--- config.mk ---
export PLATFORM = sky130hd
export DESIGN_NAME = instruction_core
export DESIGN_NICKNAME = d
export VERILOG_FILES = /design/src/include/core_decode_pkg.sv /design/src/include/decode_if.sv /design/src/rtl/phase_sequencer.sv /design/src/rtl/operand_decoder.sv /design/src/rtl/instruction_core.sv
export SDC_FILE = /design/constraint.sdc
export NUM_CORES = 1
export LEC_CHECK = 0
export ABC_AREA = 1
export BUFFER_PORTS_ARGS = -buffer_cell sky130_fd_sc_hd__buf_4
export CAP_MARGIN = 20
export CELL_PAD_IN_SITES_DETAIL_PLACEMENT = 1
export CELL_PAD_IN_SITES_GLOBAL_PLACEMENT = 1
export CORE_MARGIN = 2
export CORE_UTILIZATION = 35
export CTS_CLUSTER_SIZE = 8
export DETAILED_ROUTE_END_ITERATION = 16
export HOLD_SLACK_MARGIN = 0.05
export PLACE_DENSITY_LB_ADDON = 0.2
export SLEW_MARGIN = 0
export SYNTH_ARGS = -nofsm -noshare
export SYNTH_HDL_FRONTEND = slang
export SYNTH_HIERARCHICAL = 1
export SYNTH_SLANG_ARGS = --single-unit
--- constraint.sdc ---
create_clock -name ref_clk -period 2.85 [get_ports ref_clk]
set_input_delay 0 -clock ref_clk [delete_from_list [all_inputs] [get_ports ref_clk]]
set_output_delay 0 -clock ref_clk [all_outputs]
set_load 0.05 [all_outputs]
--- src/include/core_decode_pkg.sv ---
// Constants, encodings and types for the instruction decode and timing block
package core_decode_pkg;
	// =========================================================
	// Word layout
	localparam int WORD_W = 16;
	localparam int PC_W = 20;
	localparam logic [15:0] NOP_WORD = 16'h0000;
	localparam logic [3:0] SECOND_WORD_PREFIX = 4'hf;
	localparam logic [PC_W-1:0] PC_RESET = 20'h00000;
	// =========================================================
	// Opcode prefixes
	localparam logic [6:0] SKIP_ZERO_PREFIX = 7'h33;
	localparam logic [7:0] GOTO_PREFIX = 8'hef;
	localparam logic [6:0] CALL_PREFIX = 7'h76;
	localparam logic [7:0] LFSR_PREFIX = 8'hee;
	localparam logic [3:0] MOVE_FF_PREFIX = 4'hc;
	localparam logic [4:0] BRANCH_PREFIX = 5'h1a;
	localparam logic [5:0] BYTE_LOW_PREFIX = 6'h01;
	// =========================================================
	// Field positions
	localparam int DEST_BIT = 9;
	localparam int ACCESS_BIT = 8;
	localparam int BIT_SEL_LSB = 9;
	localparam int BRANCH_OFF_W = 11;
	// =========================================================
	// Addressing
	localparam logic [7:0] INDEXED_LIMIT = 8'h5f;
	localparam logic [3:0] ACCESS_LOW_BANK = 4'h0;
	localparam logic [3:0] ACCESS_HIGH_BANK = 4'hf;
	// =========================================================
	// Timing and types
	localparam int PHASES = 4;
	localparam int STANDARD_COUNT = 75;
	localparam int EXTENDED_COUNT = 8;
	typedef enum logic [1:0] {
		PH_Q1 = 2'b00,
		PH_Q2 = 2'b01,
		PH_Q3 = 2'b10,
		PH_Q4 = 2'b11
	} phase_t;
	typedef enum logic [1:0] {
		CLS_BYTE = 2'b00,
		CLS_BIT = 2'b01,
		CLS_LITERAL = 2'b10,
		CLS_CONTROL = 2'b11
	} cls_t;
endpackage

--- src/include/decode_if.sv ---
// Signals shared by the core, its phase sequencer and its operand decoder
`timescale 1ns/10ps
interface decode_if;
	import core_decode_pkg::*;
	logic [15:0] ir;
	phase_t phase;
	logic cycle_end;
	cls_t cls;
	logic is_double_first;
	logic is_second_word;
	logic is_skip_test;
	logic is_goto;
	logic is_branch;
	logic dest_file;
	logic access_bank;
	logic [7:0] file_field;
	logic [2:0] bit_sel;
	logic [BRANCH_OFF_W-1:0] branch_off;
	modport seq (output phase, output cycle_end);
	modport dec (input ir, output cls, output is_double_first, output is_second_word,
		output is_skip_test, output is_goto, output is_branch, output dest_file,
		output access_bank, output file_field, output bit_sel, output branch_off);
	modport core (output ir, input phase, input cycle_end, input cls,
		input is_double_first, input is_second_word, input is_skip_test, input is_goto,
		input is_branch, input dest_file, input access_bank, input file_field,
		input bit_sel, input branch_off);
endinterface

--- src/rtl/phase_sequencer.sv ---
// Four-phase sequencer dividing the oscillator into instruction cycles
`timescale 1ns/10ps
module phase_sequencer
	import core_decode_pkg::*;
(
	input wire logic ref_clk,
	input wire logic sys_rst,
	decode_if.seq bus
);
	phase_t phase;
	phase_t next_phase;

	// =========================================================
	// Phase rotation
	always_comb begin
		unique case (phase)
			PH_Q1: next_phase = PH_Q2;
			PH_Q2: next_phase = PH_Q3;
			PH_Q3: next_phase = PH_Q4;
			PH_Q4: next_phase = PH_Q1;
		endcase
	end

	// Every rising oscillator edge advances one phase
	always_ff @(posedge ref_clk or posedge sys_rst) begin
		if (sys_rst) begin
			phase <= PH_Q1;
		end else begin
			phase <= next_phase;
		end
	end

	assign bus.phase = phase;
	assign bus.cycle_end = (phase == PH_Q4);

	a_cycle_four: assert property (@(posedge ref_clk) disable iff (sys_rst)
		bus.cycle_end |=> !bus.cycle_end [*3] ##1 bus.cycle_end)
		else $error("instruction cycle is not four phases long");
endmodule // phase_sequencer

--- src/rtl/operand_decoder.sv ---
// Field extraction and classification of the instruction word in execution
`timescale 1ns/10ps
module operand_decoder
	import core_decode_pkg::*;
(
	decode_if.dec bus
);
	// Class of a word; shared by the decode of the current word
	function automatic cls_t word_class(input logic [15:0] w);
		if (w[15:12] >= 4'h1 && w[15:12] <= 4'h6) begin
			word_class = CLS_BYTE;
		end else if (w[15:10] == BYTE_LOW_PREFIX) begin
			word_class = CLS_BYTE;
		end else if (w[15:12] >= 4'h7 && w[15:12] <= 4'hb) begin
			word_class = CLS_BIT;
		end else if (w[15:12] == 4'h0) begin
			word_class = CLS_LITERAL;
		end else begin
			word_class = CLS_CONTROL;
		end
	endfunction

	// Exactly four encodings open a two-word instruction
	function automatic logic double_first(input logic [15:0] w);
		double_first = (w[15:12] == MOVE_FF_PREFIX) || (w[15:8] == GOTO_PREFIX)
			|| (w[15:9] == CALL_PREFIX) || (w[15:8] == LFSR_PREFIX);
	endfunction

	// =========================================================
	// Classification over the standard and extended opcode space
	assign bus.cls = word_class(bus.ir);
	assign bus.is_double_first = double_first(bus.ir);
	assign bus.is_second_word = (bus.ir[15:12] == SECOND_WORD_PREFIX);
	assign bus.is_skip_test = (bus.ir[15:9] == SKIP_ZERO_PREFIX);
	assign bus.is_goto = (bus.ir[15:8] == GOTO_PREFIX);
	assign bus.is_branch = (bus.ir[15:11] == BRANCH_PREFIX);

	// =========================================================
	// Operand fields below the opcode
	assign bus.dest_file = bus.ir[DEST_BIT];
	assign bus.access_bank = bus.ir[ACCESS_BIT];
	assign bus.file_field = bus.ir[7:0];
	assign bus.bit_sel = bus.ir[BIT_SEL_LSB+2:BIT_SEL_LSB];
	assign bus.branch_off = bus.ir[BRANCH_OFF_W-1:0];
endmodule // operand_decoder

--- src/rtl/instruction_core.sv ---
// Fetch, decode and phase timing of the instruction stream
`timescale 1ns/10ps
module instruction_core
	import core_decode_pkg::*;
#(
	parameter int ADDR_W = PC_W
) (
	input wire logic ref_clk,
	input wire logic sys_rst,
	input wire logic [15:0] prog_rdata,
	output logic [ADDR_W-1:0] prog_addr,
	input wire logic [7:0] file_rdata,
	output logic [11:0] file_addr,
	output logic file_rd,
	input wire logic ext_enable,
	input wire logic [3:0] bank_select_register,
	output logic indexed_mode,
	output logic result_to_working,
	output logic result_to_file,
	output logic [7:0] bit_mask,
	output logic [15:0] exec_word,
	output logic exec_nop,
	output logic second_word_active,
	output logic skip_taken,
	output logic [3:0] q_phase
);
	decode_if bus ();

	phase_sequencer u_seq (
		.ref_clk(ref_clk),
		.sys_rst(sys_rst),
		.bus(bus)
	);

	operand_decoder u_dec (
		.bus(bus)
	);

	assign bus.ir = exec_word;

	// =========================================================
	// Core state
	logic [ADDR_W-1:0] pc;
	logic prev_double;
	logic skip_zero;
	logic [ADDR_W-1:0] next_pc;
	logic [15:0] next_exec_word;
	logic next_prev_double;
	logic next_skip_zero;
	logic [11:0] next_file_addr;
	logic next_file_rd;
	logic next_indexed_mode;
	logic next_result_to_working;
	logic next_result_to_file;
	logic [7:0] next_bit_mask;
	logic next_exec_nop;
	logic next_second_word_active;
	logic next_skip_taken;
	logic [3:0] next_q_phase;

	// Word is live unless it is a stray second word or the second word of a two-word instruction
	logic stray;
	logic live;
	logic file_op;
	logic flush;
	logic [ADDR_W-1:0] branch_ext;

	assign stray = bus.is_second_word && !prev_double;
	assign live = !stray && !prev_double;
	assign file_op = live && (bus.cls == CLS_BYTE || bus.cls == CLS_BIT);
	assign branch_ext = ADDR_W'($signed(bus.branch_off));
	// A taken test or a relative branch drops the word fetched meanwhile
	assign flush = skip_zero || (live && bus.is_branch);

	// =========================================================
	// Next-state logic, stepped by phase
	always_comb begin
		next_pc = pc;
		next_exec_word = exec_word;
		next_prev_double = prev_double;
		next_skip_zero = skip_zero;
		next_file_addr = file_addr;
		next_file_rd = file_rd;
		next_indexed_mode = indexed_mode;
		next_result_to_working = result_to_working;
		next_result_to_file = result_to_file;
		next_bit_mask = bit_mask;
		next_exec_nop = exec_nop;
		next_second_word_active = second_word_active;
		next_skip_taken = skip_taken;
		next_q_phase = q_phase;
		unique case (bus.phase)
			PH_Q1: begin
				// Decode: resolve the file address for Q2
				next_q_phase = 4'h2;
				next_exec_nop = stray;
				next_second_word_active = prev_double;
				next_file_rd = file_op;
				next_indexed_mode = 1'b0;
				if (!bus.access_bank) begin
					if (ext_enable && bus.file_field <= INDEXED_LIMIT) begin
						next_indexed_mode = file_op;
						next_file_addr = {ACCESS_LOW_BANK, bus.file_field};
					end else if (bus.file_field <= INDEXED_LIMIT) begin
						next_file_addr = {ACCESS_LOW_BANK, bus.file_field};
					end else begin
						next_file_addr = {ACCESS_HIGH_BANK, bus.file_field};
					end
				end else begin
					next_file_addr = {bank_select_register, bus.file_field};
				end
			end
			PH_Q2: begin
				// Read register f; the zero test needs no status update
				next_q_phase = 4'h4;
				next_file_rd = 1'b0;
				next_skip_zero = live && bus.is_skip_test && (file_rdata == 8'h00);
			end
			PH_Q3: begin
				// Process: present destination and bit select for Q4
				next_q_phase = 4'h8;
				next_skip_taken = skip_zero;
				next_result_to_working = live && bus.cls == CLS_BYTE && !bus.is_skip_test
					&& !bus.dest_file;
				next_result_to_file = live && bus.cls == CLS_BYTE && !bus.is_skip_test
					&& bus.dest_file;
				next_bit_mask = (live && bus.cls == CLS_BIT) ? (8'h01 << bus.bit_sel) : 8'h00;
			end
			PH_Q4: begin
				// Cycle end: load the prefetched word and move the fetch
				next_q_phase = 4'h1;
				next_result_to_working = 1'b0;
				next_result_to_file = 1'b0;
				next_bit_mask = 8'h00;
				next_skip_taken = 1'b0;
				next_skip_zero = 1'b0;
				next_exec_word = flush ? NOP_WORD : prog_rdata;
				next_prev_double = !flush && live && bus.is_double_first;
				if (live && bus.is_goto) begin
					// Target high bits ride in the second word now on the bus
					next_pc = ADDR_W'({prog_rdata[11:0], bus.file_field});
				end else if (live && bus.is_branch) begin
					next_pc = pc + branch_ext;
				end else begin
					next_pc = pc + ADDR_W'(1);
				end
			end
		endcase
	end

	// Registers of the core; reset leaves a NOP in execution
	always_ff @(posedge ref_clk or posedge sys_rst) begin
		if (sys_rst) begin
			pc <= ADDR_W'(PC_RESET);
			exec_word <= NOP_WORD;
			prev_double <= 1'b0;
			skip_zero <= 1'b0;
			file_addr <= 12'h000;
			file_rd <= 1'b0;
			indexed_mode <= 1'b0;
			result_to_working <= 1'b0;
			result_to_file <= 1'b0;
			bit_mask <= 8'h00;
			exec_nop <= 1'b0;
			second_word_active <= 1'b0;
			skip_taken <= 1'b0;
			q_phase <= 4'h1;
		end else begin
			pc <= next_pc;
			exec_word <= next_exec_word;
			prev_double <= next_prev_double;
			skip_zero <= next_skip_zero;
			file_addr <= next_file_addr;
			file_rd <= next_file_rd;
			indexed_mode <= next_indexed_mode;
			result_to_working <= next_result_to_working;
			result_to_file <= next_result_to_file;
			bit_mask <= next_bit_mask;
			exec_nop <= next_exec_nop;
			second_word_active <= next_second_word_active;
			skip_taken <= next_skip_taken;
			q_phase <= next_q_phase;
		end
	end

	// Fetch address is the program counter itself
	assign prog_addr = pc;

	// =========================================================
	// Checks
	a_phase_onehot: assert property (@(posedge ref_clk) disable iff (sys_rst)
		q_phase == 4'h1 |=> q_phase == 4'h2 ##1 q_phase == 4'h4 ##1 q_phase == 4'h8)
		else $error("phase outputs out of order");

	a_stray_nop: assert property (@(posedge ref_clk) disable iff (sys_rst)
		(bus.phase == PH_Q1 && stray) |=> exec_nop && !file_rd)
		else $error("stray second word did not execute as nop");

	a_second_word: assert property (@(posedge ref_clk) disable iff (sys_rst)
		(bus.cycle_end && !flush && live && bus.is_double_first) |=> ##1 second_word_active)
		else $error("two-word instruction missing its second cycle");

	a_dest_select: assert property (@(posedge ref_clk) disable iff (sys_rst)
		result_to_working |-> bus.cls == CLS_BYTE && !bus.dest_file && !result_to_file)
		else $error("working register result without destination zero");

	a_access_bsr: assert property (@(posedge ref_clk) disable iff (sys_rst)
		(file_rd && bus.access_bank) |-> file_addr == {$past(bank_select_register), bus.file_field})
		else $error("banked address does not use bank select");

	// Looked at in Q2 only: by the next Q1 edge the word in execution has moved on
	a_indexed_mode: assert property (@(posedge ref_clk) disable iff (sys_rst)
		bus.phase == PH_Q2 |-> indexed_mode == (file_rd && !bus.access_bank
		&& $past(ext_enable) && bus.file_field <= INDEXED_LIMIT))
		else $error("indexed mode without its conditions");

	a_bit_mask: assert property (@(posedge ref_clk) disable iff (sys_rst)
		bit_mask != 8'h00 |-> bit_mask == (8'h01 << bus.bit_sel) && bus.cls == CLS_BIT)
		else $error("bit mask does not match bit select");

	a_skip_zero: assert property (@(posedge ref_clk) disable iff (sys_rst)
		$rose(skip_taken) |-> $past(file_rdata, 2) == 8'h00 && bus.is_skip_test)
		else $error("skip taken on nonzero register");

	a_skip_flush: assert property (@(posedge ref_clk) disable iff (sys_rst)
		skip_taken |=> exec_word == NOP_WORD && !second_word_active [*4])
		else $error("skipped word was not replaced by nop");

	a_branch_flush: assert property (@(posedge ref_clk) disable iff (sys_rst)
		(bus.cycle_end && live && bus.is_branch) |=> exec_word == NOP_WORD && $changed(pc))
		else $error("branch did not flush the prefetched word");

	a_fetch_overlap: assert property (@(posedge ref_clk) disable iff (sys_rst)
		(bus.cycle_end && !flush) |=> exec_word == $past(prog_rdata))
		else $error("prefetched word not taken into execution");

	// =========================================================
	// Pulse widths, jump targets and bank split
	// A strobe that lingers into the next word would act on the wrong register
	a_read_strobe: assert property (@(posedge ref_clk) disable iff (sys_rst)
		file_rd |-> bus.phase == PH_Q2 && file_op)
		else $error("file read strobe outside Q2");

	a_skip_quiet: assert property (@(posedge ref_clk) disable iff (sys_rst)
		(bus.phase == PH_Q4 && live && bus.is_skip_test) |-> !result_to_working
		&& !result_to_file && bit_mask == 8'h00)
		else $error("zero test produced a result");

	a_skip_three: assert property (@(posedge ref_clk) disable iff (sys_rst)
		skip_taken |=> ##5 (exec_nop == bus.is_second_word && !second_word_active))
		else $error("word after a skipped word not handled as nop");

	a_goto_target: assert property (@(posedge ref_clk) disable iff (sys_rst)
		(bus.cycle_end && live && bus.is_goto)
		|=> pc == ADDR_W'({$past(prog_rdata[11:0]), $past(bus.file_field)}))
		else $error("jump target not built from both words");

	a_branch_target: assert property (@(posedge ref_clk) disable iff (sys_rst)
		(bus.cycle_end && live && bus.is_branch) |=> pc == $past(pc) + $past(branch_ext))
		else $error("relative branch landed on the wrong address");

	a_result_pulse: assert property (@(posedge ref_clk) disable iff (sys_rst)
		(result_to_working || result_to_file) |-> bus.phase == PH_Q4
		##1 (!result_to_working && !result_to_file))
		else $error("result strobe not a single Q4 pulse");

	a_file_dest: assert property (@(posedge ref_clk) disable iff (sys_rst)
		result_to_file |-> bus.cls == CLS_BYTE && bus.dest_file && !result_to_working)
		else $error("file register result without destination one");

	a_mask_onehot: assert property (@(posedge ref_clk) disable iff (sys_rst)
		bit_mask != 8'h00 |-> $onehot(bit_mask) && bus.phase == PH_Q4)
		else $error("bit mask not one hot in Q4");

	a_skip_pulse: assert property (@(posedge ref_clk) disable iff (sys_rst)
		skip_taken |-> bus.phase == PH_Q4 && skip_zero)
		else $error("skip flag outside Q4 or without a zero test");

	a_nop_idle: assert property (@(posedge ref_clk) disable iff (sys_rst)
		exec_word == NOP_WORD |-> !file_rd && !result_to_working && !result_to_file
		&& bit_mask == 8'h00 && !skip_taken)
		else $error("nop word produced activity");

	a_second_quiet: assert property (@(posedge ref_clk) disable iff (sys_rst)
		second_word_active |-> !file_rd && !exec_nop && !result_to_working && !result_to_file)
		else $error("second word cycle produced activity");

	// Fetch address must hold for the whole cycle so the store can answer in time
	a_pc_hold: assert property (@(posedge ref_clk) disable iff (sys_rst)
		!bus.cycle_end |=> $stable(pc))
		else $error("fetch address moved inside a cycle");

	a_access_split: assert property (@(posedge ref_clk) disable iff (sys_rst)
		(file_rd && !bus.access_bank) |-> file_addr[11:8]
		== ((bus.file_field <= INDEXED_LIMIT) ? ACCESS_LOW_BANK : ACCESS_HIGH_BANK))
		else $error("access bank split wrong");
endmodule // instruction_core

# --- Word-level counts from Yosys, hierarchy flattened ---
# Index checks and enable logic that the tools add are counted.
totals:
  reg_bits: 71
  inputBits: 31
classes:
  mux: 21
  addsub: 2
  n_eq_ne: 12
  n_reduce_logical: 34
  n_shift: 1
  magnitude_cmp: 5
ops:
  columns: ["cell", "count"]
  rows:
  - ["$mux 20", 2]
  - ["$mux 12", 3]
  - ["$add 20x1->20 const B", 1]
  - ["$add 20x20->20", 1]
  - ["$logic_and 1x1->1", 17]
  - ["$eq 8x8->1 const B", 2]
  - ["$mux 16", 1]
  - ["$pmux 4 s4", 1]
  - ["$pmux 8 s2", 1]
  - ["$pmux 1 s2", 5]
  - ["$eq 4x4->1 const B", 2]
  - ["$le 8x7->1 const B", 1]
  - ["$logic_not 8->1", 1]
  - ["$mux 8", 1]
  - ["$pmux 2 s4", 1]
  - ["$shl 1x3->8 const A", 1]
  - ["$eq 7x6->1 const B", 1]
  - ["$eq 7x7->1 const B", 1]
  - ["$eq 6x1->1 const B", 1]
  - ["$mux 2", 3]
  - ["$reduce_bool 2->1", 3]
  - ["$eq 5x5->1 const B", 1]
  - ["$logic_not 1->1", 5]
  - ["$logic_or 1x1->1", 5]
  - ["9 further kinds", 14]

# --- Longest topological paths before layout ---
# Gate-level depths: netlist of run 1.
logic_depth:
  word_depth: 10
  depth_mapped: 22

# --- Modules after synthesis ---
# Netlist of run 1, hierarchy kept.
by_module_without_submodules:
  columns: ["module", "seq_area_each_um2", "cells_per_inst", "instances", "area_each_um2"]
  rows:
  - ["instruction_core", 1727.9, 552, 1, 4045.1]
  - ["operand_decoder", 0.0, 52, 1, 310.3]
  - ["phase_sequencer", 50.0, 11, 1, 110.1]

# --- Worst setup path before layout of run 1 ---
# No wires, ideal clock.
synth_timing:
  path_kind: "register to register"
  startpoint: "reg exec_word[12]"
  endpoint: "reg pc[16], in the netlist prog_addr[16]"
  setup_time_ps: 118
  path_stages_with_launch: 22
  arrival_ps: 3040
  setup_slack_ps: -308
  t_required_ps: 2732
  synth_period_minus_slack_ps: 3158
  n_path_buf: 1
  cell_sequence: "dfrtp_1 inv_1 nor3_2 nor2_4 buf_8 nand2_2 or2_2 ha_1 inv_1 fa_1 inv_1 nand3_1 nand2_1 nand4_1 nand2_1 nand2_1 nand2_1 nand2_1 nand3_1 nand3_1 nand2_1 nand2_1"
synth_between:
  elab_chain_cells: 7
  elab_cells_between_ends: 10
synth_rtl:
  columns: ["element", "line", "rtl"]
  rows:
  - ["start: declaration", "instruction_core.sv:21", "output logic [15:0] exec_word,"]
  - ["start signal: assignment", "instruction_core.sv:170", "exec_word <= next_exec_word;"]
  - ["$eq 4x4->1 *", "operand_decoder.sv:33", "assign bus.is_second_word = (bus.ir[15:12] == SECOND_WORD_PREFIX);"]
  - ["net bus.is_second_word", "decode_if.sv:10", "logic is_second_word;"]
  - ["$logic_and 1x1->1 *", "instruction_core.sv:68", "assign stray = bus.is_second_word && !prev_double;"]
  - ["$logic_not 1->1 *", "instruction_core.sv:69", "assign live = !stray && !prev_double;"]
  - ["$logic_and 1x1->1 *", "instruction_core.sv:69", null]
  - ["$logic_and 1x1->1", "instruction_core.sv:142", "end else if (live && bus.is_branch) begin"]
  - ["$mux 20", "instruction_core.sv:142", null]
  - ["$mux 20 *", "instruction_core.sv:139", "if (live && bus.is_goto) begin"]
  - ["end signal: assignment", "instruction_core.sv:154", "pc <= ADDR_W'(PC_RESET);"]
  - ["end signal: assignment", "instruction_core.sv:169", "pc <= next_pc;"]
  - ["end: declaration", "instruction_core.sv:43", "logic [ADDR_W-1:0] pc;"]
# The timed path passes the listed nets; every way through them passes the cells marked *.
# A chain may end at the register's enable or synchronous reset.

# --- Worst setup path after layout of run 1 ---
layout_timing:
  startpoint: "reg exec_word[13]"
  endpoint: "reg pc[14], in the netlist prog_addr[14]"
# The elaborated chain is that of the path after synthesis.

==> results of run 1 <==
## registers in the layout (all words and copies together), names as in the netlist
signal / count
bit_mask: 8
exec_word: 16
prog_addr: 20
file_rd: 1
prev_double: 1
file_addr: 12
skip_zero: 1
result_to_working: 1
q_phase: 4
indexed_mode: 1
second_word_active: 1
skip_taken: 1
exec_nop: 1
u_seq/bus.phase: 2
result_to_file: 1
## area by class of cell
cell class / count / share of cell area [%]
flip-flops and latches: 71 / 29.55
well taps: 172 / 3.566
inverters: 73 / 4.582
clock inverters: 3 / 0.2903
clock buffers: 13 / 4.313
multi-input cells: 428 / 38.09
repair buffers: 150 / 19.61
## what timing repair did
item,CTS,global route
gates resized for setup,1,42
hold buffers,23,0
pin swaps,0,9
buffers inserted,1,8
setup endpoints to repair,2,13
endpoints found under the hold margin,60,0
## stage by stage
step | std cells | util, % | setup TNS [ps]
after floorplan | 614 | - | 0
after global placement | 862 | 42.23 | 0
after detailed placement | 862 | 42.23 | 0
after CTS | 902 | 46.39 | 0
after global routing | 910 | 48.21 | -103.2
final | 910 | 48.21 | 0
## power groups by stage
stage	clock, µW	combinational [µW]	sequential, µW
floorplan	0	609	1720
global placement	0	1450	1280
detailed placement	0	1480	1290
CTS	1090	1520	1270
global route	1130	1750	1310
finish	1080	1610	1290
## critical path, delay by kind of cell, from the launching register on
kind / cells / cell delay (ps)
fa+ha+maj: 1 / 310
flops: 1 / 440
compound gates: 5 / 590
buf+inv: 3 / 360
simple gates: 8 / 850
## final timing paths
kind,start,to,cells after the start
max in group asynchronous,sys_rst,file_addr[3],4
setup reg to reg,exec_word[13],prog_addr[14],17
hold reg to reg,file_addr[3],file_addr[3],2
setup / recovery,exec_word[13],prog_addr[14],17
hold / removal,prog_rdata[7],exec_word[7],3
min in group asynchronous,sys_rst,u_seq/bus.phase[0],3
## metal layers
| layer | global-route usage, % | vias to the layer above |
|---|---|---|
| li1 | - | 2199 |
| met3 | 3.656 | 16 |
| met2 | 39.19 | 97 |
| met1 | 29.47 | 2239 |
| met5 | 0 | - |
| met4 | 6.824 | 0 |
==> results.txt, run 1 <==
status -> finished, final reports clean
synthesis-to-finish area growth -> 35.52%
WL met3 -> 637 µm
largest net degree at the start of global routing -> 42
Combinational Power Share -> 40.4%
wire per inst -> 16.98 µm
WP data arrival -> 2890 ps
Fin Hold WS -> 51.06 ps
1st-iter DRT viols -> 233
gr ovfl total -> 0
core area -> 12520 µm²
area of the multi-input gates -> 2298 µm²
count of pins over their slew limit -> 0
post-DR vias/cell -> 5.001
Nets -> 777
min-delay worst type -> primary input to register
Sw Ratio -> 42.08%
Starting Density -> 35.58%
Crit-path slowest cell -> dfrtp_2
most common cell after layout, fill and taps aside -> nand2_1
clock share of power -> 27.2%
Least-Margin Pin Slew -> 816.1 ps
NetSw -> 1671 µW
# Max-Cap Violations -> 0
DR pass1 iterations -> 4
first-pass GRT wire length -> 23740 µm
Reg power frac -> 32.4%
clock transition at the registers of the reported paths -> 60 ps
commonest non-fill, non-tap cells in the layout -> nand2_1 (187), buf_4 (127), inv_1 (67)
overall routed net length -> 15450 µm
top routing layer used -> met4
Placed Area -> 5286 µm²
FF+latch area -> 1783 µm²
pre-CTS WS -> 19.62 ps
via count -> 4551
Worst Skew -> 8.176 ps
Fin. Hold Viols -> 0
initial antenna violation count -> 0
Worst setup EP type -> register
Die Wd -> 116.8 µm
Avg Cell Area, Syn -> 7.252 µm²
clock root buffer -> clkbuf_16
die height -> 116.8 µm
die area -> 13640 µm²
GRT Util Overall -> 22.73%
setup ws final -> 178.3 ps
ANT nets after route -> 0
Synth Warn # -> 6
total power -> 3971 µW
layout cells sized above 1 -> 26.96%
Final period util -> 93.74%
RSZ-0062 raised after global routing -> yes
critical path's largest stage delay -> 440 ps
crit path time final -> 2672 ps
LEAKAGE -> 0.003155 µW
DP HPWL -> 10860 µm
maximum clock path buffer count -> 2
Mapped Cells -> 614
relative slew slack -> 45.51%
Int Pwr -> 2300 µW
Mapped Nets -> 658
worst-path fanout max -> 6
VDD IR max -> 0.3773 mV
worst endpoint required time -> 3070 ps
number of global-route vias before repair -> 4625
CTS buffer count -> 9
number of diodes -> 0
Post-route DRC -> 0
clock sink total -> 71
Post-Syn Area -> 4453 µm²
critical path cell sequence -> inv_4, nor3_4, nor2_4, nand2_4, buf_4, nor2_4, ha_1, inv_1, o21bai_1, a21oi_1, nand3_2, nand2_2, nand2_1, a21oi_1, o21ai_0, nand2_1, o21ai_0
fin area -> 6035 µm²
CTS H-tree lvls -> 3
pwr dens -> 658.1 nW/µm²
FMAX -> 0.3743 GHz
Worst-Skew Late Latency -> 340 ps
Rows -> 41
CP startpoint kind -> register
reg-to-reg slack, setup -> 180 ps
met2 wire len -> 7707 µm
crit path kind -> register to register
Fillers -> 1579
CTS tree -> done
RD Place Congestion -> 0.8604
I/O Buffers -> 97
M1 WL -> 6887 µm
Setup-failing EPs final -> 0
I/O Pins -> 98
Power figures use the tool's default switching activity.
==> run 2, diff against run 1 <==
--- a/config.mk
+++ b/config.mk
@@ -10,13 +10,14 @@
 export CAP_MARGIN = 20
 export CELL_PAD_IN_SITES_DETAIL_PLACEMENT = 1
 export CELL_PAD_IN_SITES_GLOBAL_PLACEMENT = 1
+export CORE_ASPECT_RATIO = 1.1
 export CORE_MARGIN = 2
 export CORE_UTILIZATION = 35
 export CTS_CLUSTER_SIZE = 8
 export DETAILED_ROUTE_END_ITERATION = 16
 export HOLD_SLACK_MARGIN = 0.05
 export PLACE_DENSITY_LB_ADDON = 0.2
-export SLEW_MARGIN = 0
+export SLEW_MARGIN = 20
 export SYNTH_ARGS = -nofsm -noshare
 export SYNTH_HDL_FRONTEND = slang
 export SYNTH_HIERARCHICAL = 1
==> results.txt, run 2 (synthesized netlist as in run 1, its figures left out) <==
relative slew slack -> 58.13% (+13 points)
Die Wd -> 111.5 µm (-4.5%)
GRT Util Overall -> 21.82% (-0.91 points)
VDD IR max -> 0.3566 mV (-5.5%)
overall routed net length -> 15030 µm (-2.8%)
Least-Margin Pin Slew -> 627.1 ps (-189.0 ps)
crit-path most repeated cell -> inv_2
I/O Pins -> 98 (unchanged)
LEAKAGE -> 0.003198 µW (+1.3%)
gr ovfl total -> 0 (unchanged)
maximum clock path buffer count -> 2 (unchanged)
Fillers -> 1572 (-0.44%)
commonest non-fill, non-tap cells in the layout -> nand2_1 (184), buf_4 (127), inv_1 (66), dfrtp_1 (66), o21ai_0 (47)
critical path's largest stage delay -> 450 ps (about the same)
M2 GR Usage -> 39.71% (+0.52 points)
DP HPWL -> 10620 µm (-2.2%)
crit path time final -> 2733 ps (+61.39 ps)
Nets -> 782 (+0.64%)
Crit-path slowest cell -> dfrtp_2
Crit path max-delay family -> simple AND/OR/NAND/NOR gates
die height -> 122.3 µm (+4.7%)
Worst Skew -> 9.585 ps (+1.408 ps)
M3 GR Usage -> 3.210% (-0.45 points)
Fin. Hold Viols -> 0 (unchanged)
total power -> 3976 µW (+0.13%)
critical path cell sequence -> inv_2, nor3_4, nor2_4, nand2_4, or2_4, ha_4, inv_2, fa_2, inv_2, buf_4, nand3_4, nand3_4, nand2_4, buf_4, o211ai_1, nand3_1, nand2_1, nand2_1
WP data arrival -> 2960 ps (+70 ps)
min-delay worst type -> primary input to async pin
CP startpoint kind -> register
CTS tree -> done
via count -> 4560 (+0.20%)
number of global-route vias before repair -> 4792 (+3.6%)
DR pass1 iterations -> 4 (unchanged)
post-DR vias/cell -> 5.067 (+1.3%)
met1 GRT Util -> 27.21% (-2.3 points)
Final period util -> 95.90% (+2.2 points)
I/O Buffers -> 97 (unchanged)
clock root buffer -> clkbuf_16
RD Place Congestion -> 0.8522 (-0.95%)
Starting Density -> 35.52% (-0.053 points)
clock sink total -> 71 (unchanged)
worst endpoint required time -> 3070 ps (about the same)
Inst Count DP -> 843 (-2.2%)
count of pins over their slew limit -> 0 (unchanged)
Rows -> 43 (+4.9%)
pwr dens -> 649.5 nW/µm² (-1.3%)
ANT nets after route -> 0 (unchanged)
Worst setup EP type -> register
first-pass GRT wire length -> 23700 µm (-0.15%)
largest net degree at the start of global routing -> 45 (+7.1%)
wire per inst -> 16.70 µm (-1.7%)
crit path kind -> register to register
die area -> 13640 µm² (about the same)
core area -> 12540 µm² (+0.15%)
Setup-failing EPs final -> 0 (unchanged)
Worst-Skew Late Latency -> 340 ps (about the same)
FF+latch area -> 1783 µm² (unchanged)
worst-path fanout max -> 6 (unchanged)
r2r worst-path depth -> 18 (+1)
FMAX -> 0.3659 GHz (-2.2%)
Post-route DRC -> 0 (unchanged)
layout cells sized above 1 -> 28.53% (+1.6 points)
CTS buffer count -> 9 (unchanged)
clock transition at the registers of the reported paths -> 60 ps (about the same)
RSZ-0062 raised after global routing -> yes
area of the multi-input gates -> 2337 µm² (+1.7%)
initial antenna violation count -> 0 (unchanged)
status -> finished, final reports clean
CP bufs+invs -> 5 (+2)
final non-filler cell total -> 900 (-1.1%)
# Max-Cap Violations -> 0 (unchanged)
gr busiest metal -> met2
synthesis-to-finish area growth -> 37.48%
most common cell after layout, fill and taps aside -> nand2_1
CP Depth -> 18 (+1)
CTS H-tree lvls -> 3 (unchanged)
1st-iter DRT viols -> 252 (+8.2%)
number of flip-flops under the largest register name -> 20 (unchanged)
number of diodes -> 0 (unchanged)
==> run 2: layout make-up <==
type                    count  share of cell area [%]
multi-input cells         428                   38.18
clock inverters             5                  0.5518
repair buffers            155                   20.50
flip-flops and latches     71                   29.12
inverters                  73                   4.476
clock buffers              11                   3.965
well taps                 157                   3.209
==> run 2: worst paths after layout <==
check	to	slack, ps	from
worst min register to register	file_addr[0]	480	file_addr[0]
min in group ref_clk	exec_word[15]	440	prog_rdata[15]
worst min-delay path	u_seq/bus.phase[0]	100	sys_rst
worst max register to register	prog_addr[18]	120	exec_word[12]
max in group asynchronous	file_addr[0]	1850	sys_rst
worst max-delay path	prog_addr[18]	120	exec_word[12]
==> run 2: report_power, final <==
group	internal [µW]	switching [µW]
combinational	533	1080
clock	612	456
sequential	1140	158
total	2280	1690
==> run 2: per-stage QoR <==
| step | setup TNS, ps | setup WS (ps) | util [%] | area [µm²] | hold slack (ps) |
|---|---|---|---|---|---|
| after global routing | -159.3 | -47.24 | 48.84 | 6122 | 117.6 |
| after detailed placement | -283.8 | -62.31 | 41.98 | 5263 | -115.7 |
| after floorplan | 0 | 4.771 | - | 4474 | -258.8 |
| after CTS | 0 | 8.020 | 46.37 | 5813 | 95.26 |
| after global placement | 0 | 56.90 | 41.98 | 5263 | -122.6 |
| final | 0 | 116.9 | 48.84 | 6122 | 101.3 |
==> run 2: worst reg2reg max path, stage by stage (launching register included) <==
cell      delay (ps)
dfrtp_2          450
inv_2             80
nor3_4           260
nor2_4            60
nand2_4          100
or2_4            130
ha_4             130
inv_2             40
fa_2             400
inv_2            100
buf_4            120
nand3_4           80
nand3_4          100
nand2_4           60
buf_4            140
o211ai_1         160
nand3_1           90
nand2_1           60
nand2_1           40
==> run 2: repair_timing <==
item / 4_1_cts / 5_1_grt
pin swaps: 1 / 18
hold buffers: 25 / 0
resized for setup: 2 / 51
endpoints found under the setup margin: 8 / 12
buffers inserted: 2 / 14
cloned: 0 / 0
endpoints found under the hold margin: 52 / 0
==> run 2: per-layer routing <==
metal | routed length, µm | up-vias
li1 | - | 2206
met1 | 6537 | 2253
met2 | 7895 | 93
met3 | 478 | 8
met4 | 115 | 0
met5 | 0 | -
==> run 3, diff against run 2 <==
--- a/config.mk
+++ b/config.mk
@@ -12,7 +12,8 @@
 export CELL_PAD_IN_SITES_GLOBAL_PLACEMENT = 1
 export CORE_ASPECT_RATIO = 1.1
 export CORE_MARGIN = 2
-export CORE_UTILIZATION = 35
+export CORE_UTILIZATION = 42
+export CTS_BUF_LIST = sky130_fd_sc_hd__clkbuf_8 sky130_fd_sc_hd__clkbuf_16
 export CTS_CLUSTER_SIZE = 8
 export DETAILED_ROUTE_END_ITERATION = 16
 export HOLD_SLACK_MARGIN = 0.05
==> constraint.sdc (replaced) <==
create_clock -name ref_clk -period 3.2 [get_ports ref_clk]
set_input_delay 0 -clock ref_clk [delete_from_list [all_inputs] [get_ports ref_clk]]
set_output_delay 0 -clock ref_clk [all_outputs]
set_load 0.05 [all_outputs]
==> results.txt, run 3 (synthesized netlist as in run 1, its figures left out) <==
worst endpoint required time -> 3440 ps (+370 ps)
Final period util -> 92.56% (-3.3 points)
1st-iter DRT viols -> 174 (-31%)
via count -> 4564 (+0.088%)
Setup-failing EPs final -> 0 (unchanged)
fin area -> 5811 µm² (-5.1%)
commonest non-fill, non-tap cells in the layout -> nand2_1 (194), buf_4 (114), inv_1 (69)
NetSw -> 1485 µW (-12%)
Worst-Skew Late Latency -> 340 ps (about the same)
ANT nets after route -> 0 (unchanged)
post-DR vias/cell -> 5.246 (+3.5%)
overall routed net length -> 15290 µm (+1.7%)
Sw Ratio -> 40.49% (-2.1 points)
Worst setup EP type -> register
status -> finished, final reports clean
Worst Skew -> 6.484 ps (-3.100 ps)
Placed Area -> 5176 µm² (-1.6%)
worst-path fanout max -> 5 (-1)
min-delay worst type -> primary input to async pin
LEAKAGE -> 0.003101 µW (-3.0%)
wire per inst -> 17.57 µm (+5.2%)
Int Pwr -> 2182 µW (-4.4%)
setup ws final -> 238.0 ps (+121.1 ps)
number of global-route vias before repair -> 4803 (+0.23%)
die height -> 112.0 µm (-8.4%)
DR pass1 iterations -> 4 (unchanged)
pre-CTS WS -> 184.3 ps (+246.6 ps)
Combinational Power Share -> 37.0% (-3.5 points)
Post-route DRC -> 0 (unchanged)
WP data arrival -> 3200 ps (+240 ps)
synthesis-to-finish area growth -> 30.49%
gr ovfl total -> 0 (unchanged)
CTS H-tree lvls -> 3 (unchanged)
Least-Margin Pin Slew -> 861.1 ps (+234.1 ps)
maximum clock path buffer count -> 2 (unchanged)
CTS tree -> done
core area -> 10340 µm² (-17%)
VDD IR max -> 0.2933 mV (-18%)
clock root buffer -> clkbuf_16
clock share of power -> 31.8% (+4.9 points)
most common cell after layout, fill and taps aside -> nand2_1
CTS buffer count -> 9 (unchanged)
I/O Pins -> 98 (unchanged)
crit path kind -> register to register
crit path time final -> 2962 ps (+228.9 ps)
count of pins over their slew limit -> 0 (unchanged)
pwr dens -> 631.1 nW/µm² (-2.8%)
relative slew slack -> 42.51% (-16 points)
Reg power frac -> 31.2% (-1.4 points)
Nets -> 766 (-2.0%)
number of flip-flops under the largest register name -> 20 (unchanged)
first-pass GRT wire length -> 24350 µm (+2.7%)
Starting Density -> 43.05% (+7.5 points)
# Max-Cap Violations -> 0 (unchanged)
I/O Buffers -> 97 (unchanged)
GRT Util Overall -> 27.35% (+5.5 points)
Rows -> 39 (-9.3%)
Fin. Hold Viols -> 0 (unchanged)
CP startpoint kind -> register
Die Wd -> 102.2 µm (-8.4%)
initial antenna violation count -> 1 (+1)
clock transition at the registers of the reported paths -> 60 ps (about the same)
clock sink total -> 71 (unchanged)
largest net degree at the start of global routing -> 42 (-6.7%)
FMAX -> 0.3376 GHz (-7.7%)
die area -> 11440 µm² (-16%)
RD Place Congestion -> 0.8927 (+4.8%)
layout cells sized above 1 -> 21.63% (-6.9 points)
DP HPWL -> 10210 µm (-3.8%)
-- run 3: changes by cell type in the layout (fill, tap and decap cells not counted), sizes merged --
cell    previous run  this run
clkinv             4         2
diode              0         1
bufinv             0         3
buf              130       114
clkbuf            11         9
-- run 3: layout make-up --
cell class	instances	area, µm²
fill	1325	4534
multi-input combinational	428	2132
sequential	71	1782
timing repair buffer	139	1106
inverter	73	274.0
clock buffer	9	225.2
tap	143	178.9
clock inverter	6	110.1
antenna	1	2.502
-- run 3: routing by layer --
metal	vias up	part of all wire [%]	wire length [µm]	global-route usage, %
li1	2172	-	-	-
met1	2244	41	6287	35.15
met2	118	52	7904	46.32
met3	30	4.6	707	4.018
met4	0	2.5	386	10.04
met5	-	0	0	0
-- run 3: worst paths after layout --
kind	start	end	slack (ps)	cells past startpoint
min in group ref_clk	prog_rdata[13]	exec_word[13]	460	4
setup reg to reg	exec_word[15]	prog_addr[16]	240	21
hold reg to reg	file_addr[2]	file_addr[2]	490	2
setup / recovery	exec_word[15]	prog_addr[16]	240	21
max in group asynchronous	sys_rst	q_phase[0]	1940	4
hold / removal	sys_rst	u_seq/bus.phase[0]	110	3
-- run 3: worst max-delay path, cell delays in order, from the launching register on --
cell and delay, ps:
dfrtp_1 420, nand2_2 130, nor3_1 210, buf_4 150, nand2_2 60, or2_2 280
ha_1 220, inv_1 100, fa_1 220, inv_1 90, nand3_1 90, nand2_1 90
nand4_1 130, nand2_1 70, nand2_1 70, nand2_1 100, nand2_1 100, nand2_1 50
nand2_1 70, nand3_1 70, nand2_1 90, nand2_1 50
-- run 3: per-stage QoR --
step           power [µW]  util (%)  hold slack, ps  cells  setup TNS, ps
6_report             3667     56.17           107.8    870              0
5_1_grt              3839     56.17           117.9    870         -17.71
4_1_cts              3653     55.70           89.93    866              0
3_5_place_dp         2462     50.04          -119.1    826              0
3_3_place_gp         2430     50.04          -122.9    826              0
2_1_floorplan        2068         -          -258.8    614              0
-- run 3: power by group through the flow --
stage,registers [µW],logic (µW),clock network [µW]
after detailed placement,1160,1300,0
after global routing,1160,1460,1210
after CTS,1150,1340,1170
after global placement,1160,1270,0
after floorplan,1530,540,0
final,1150,1360,1160
-- run 3: what timing repair did --
| action | 4_1_cts | 5_1_grt |
|---|---|---|
| gates resized for setup | 0 | 7 |
| hold buffers | 25 | 0 |
| buffers inserted | 0 | 3 |
| endpoints found under the hold margin | 66 | 0 |
| endpoints found under the setup margin | 0 | 9 |
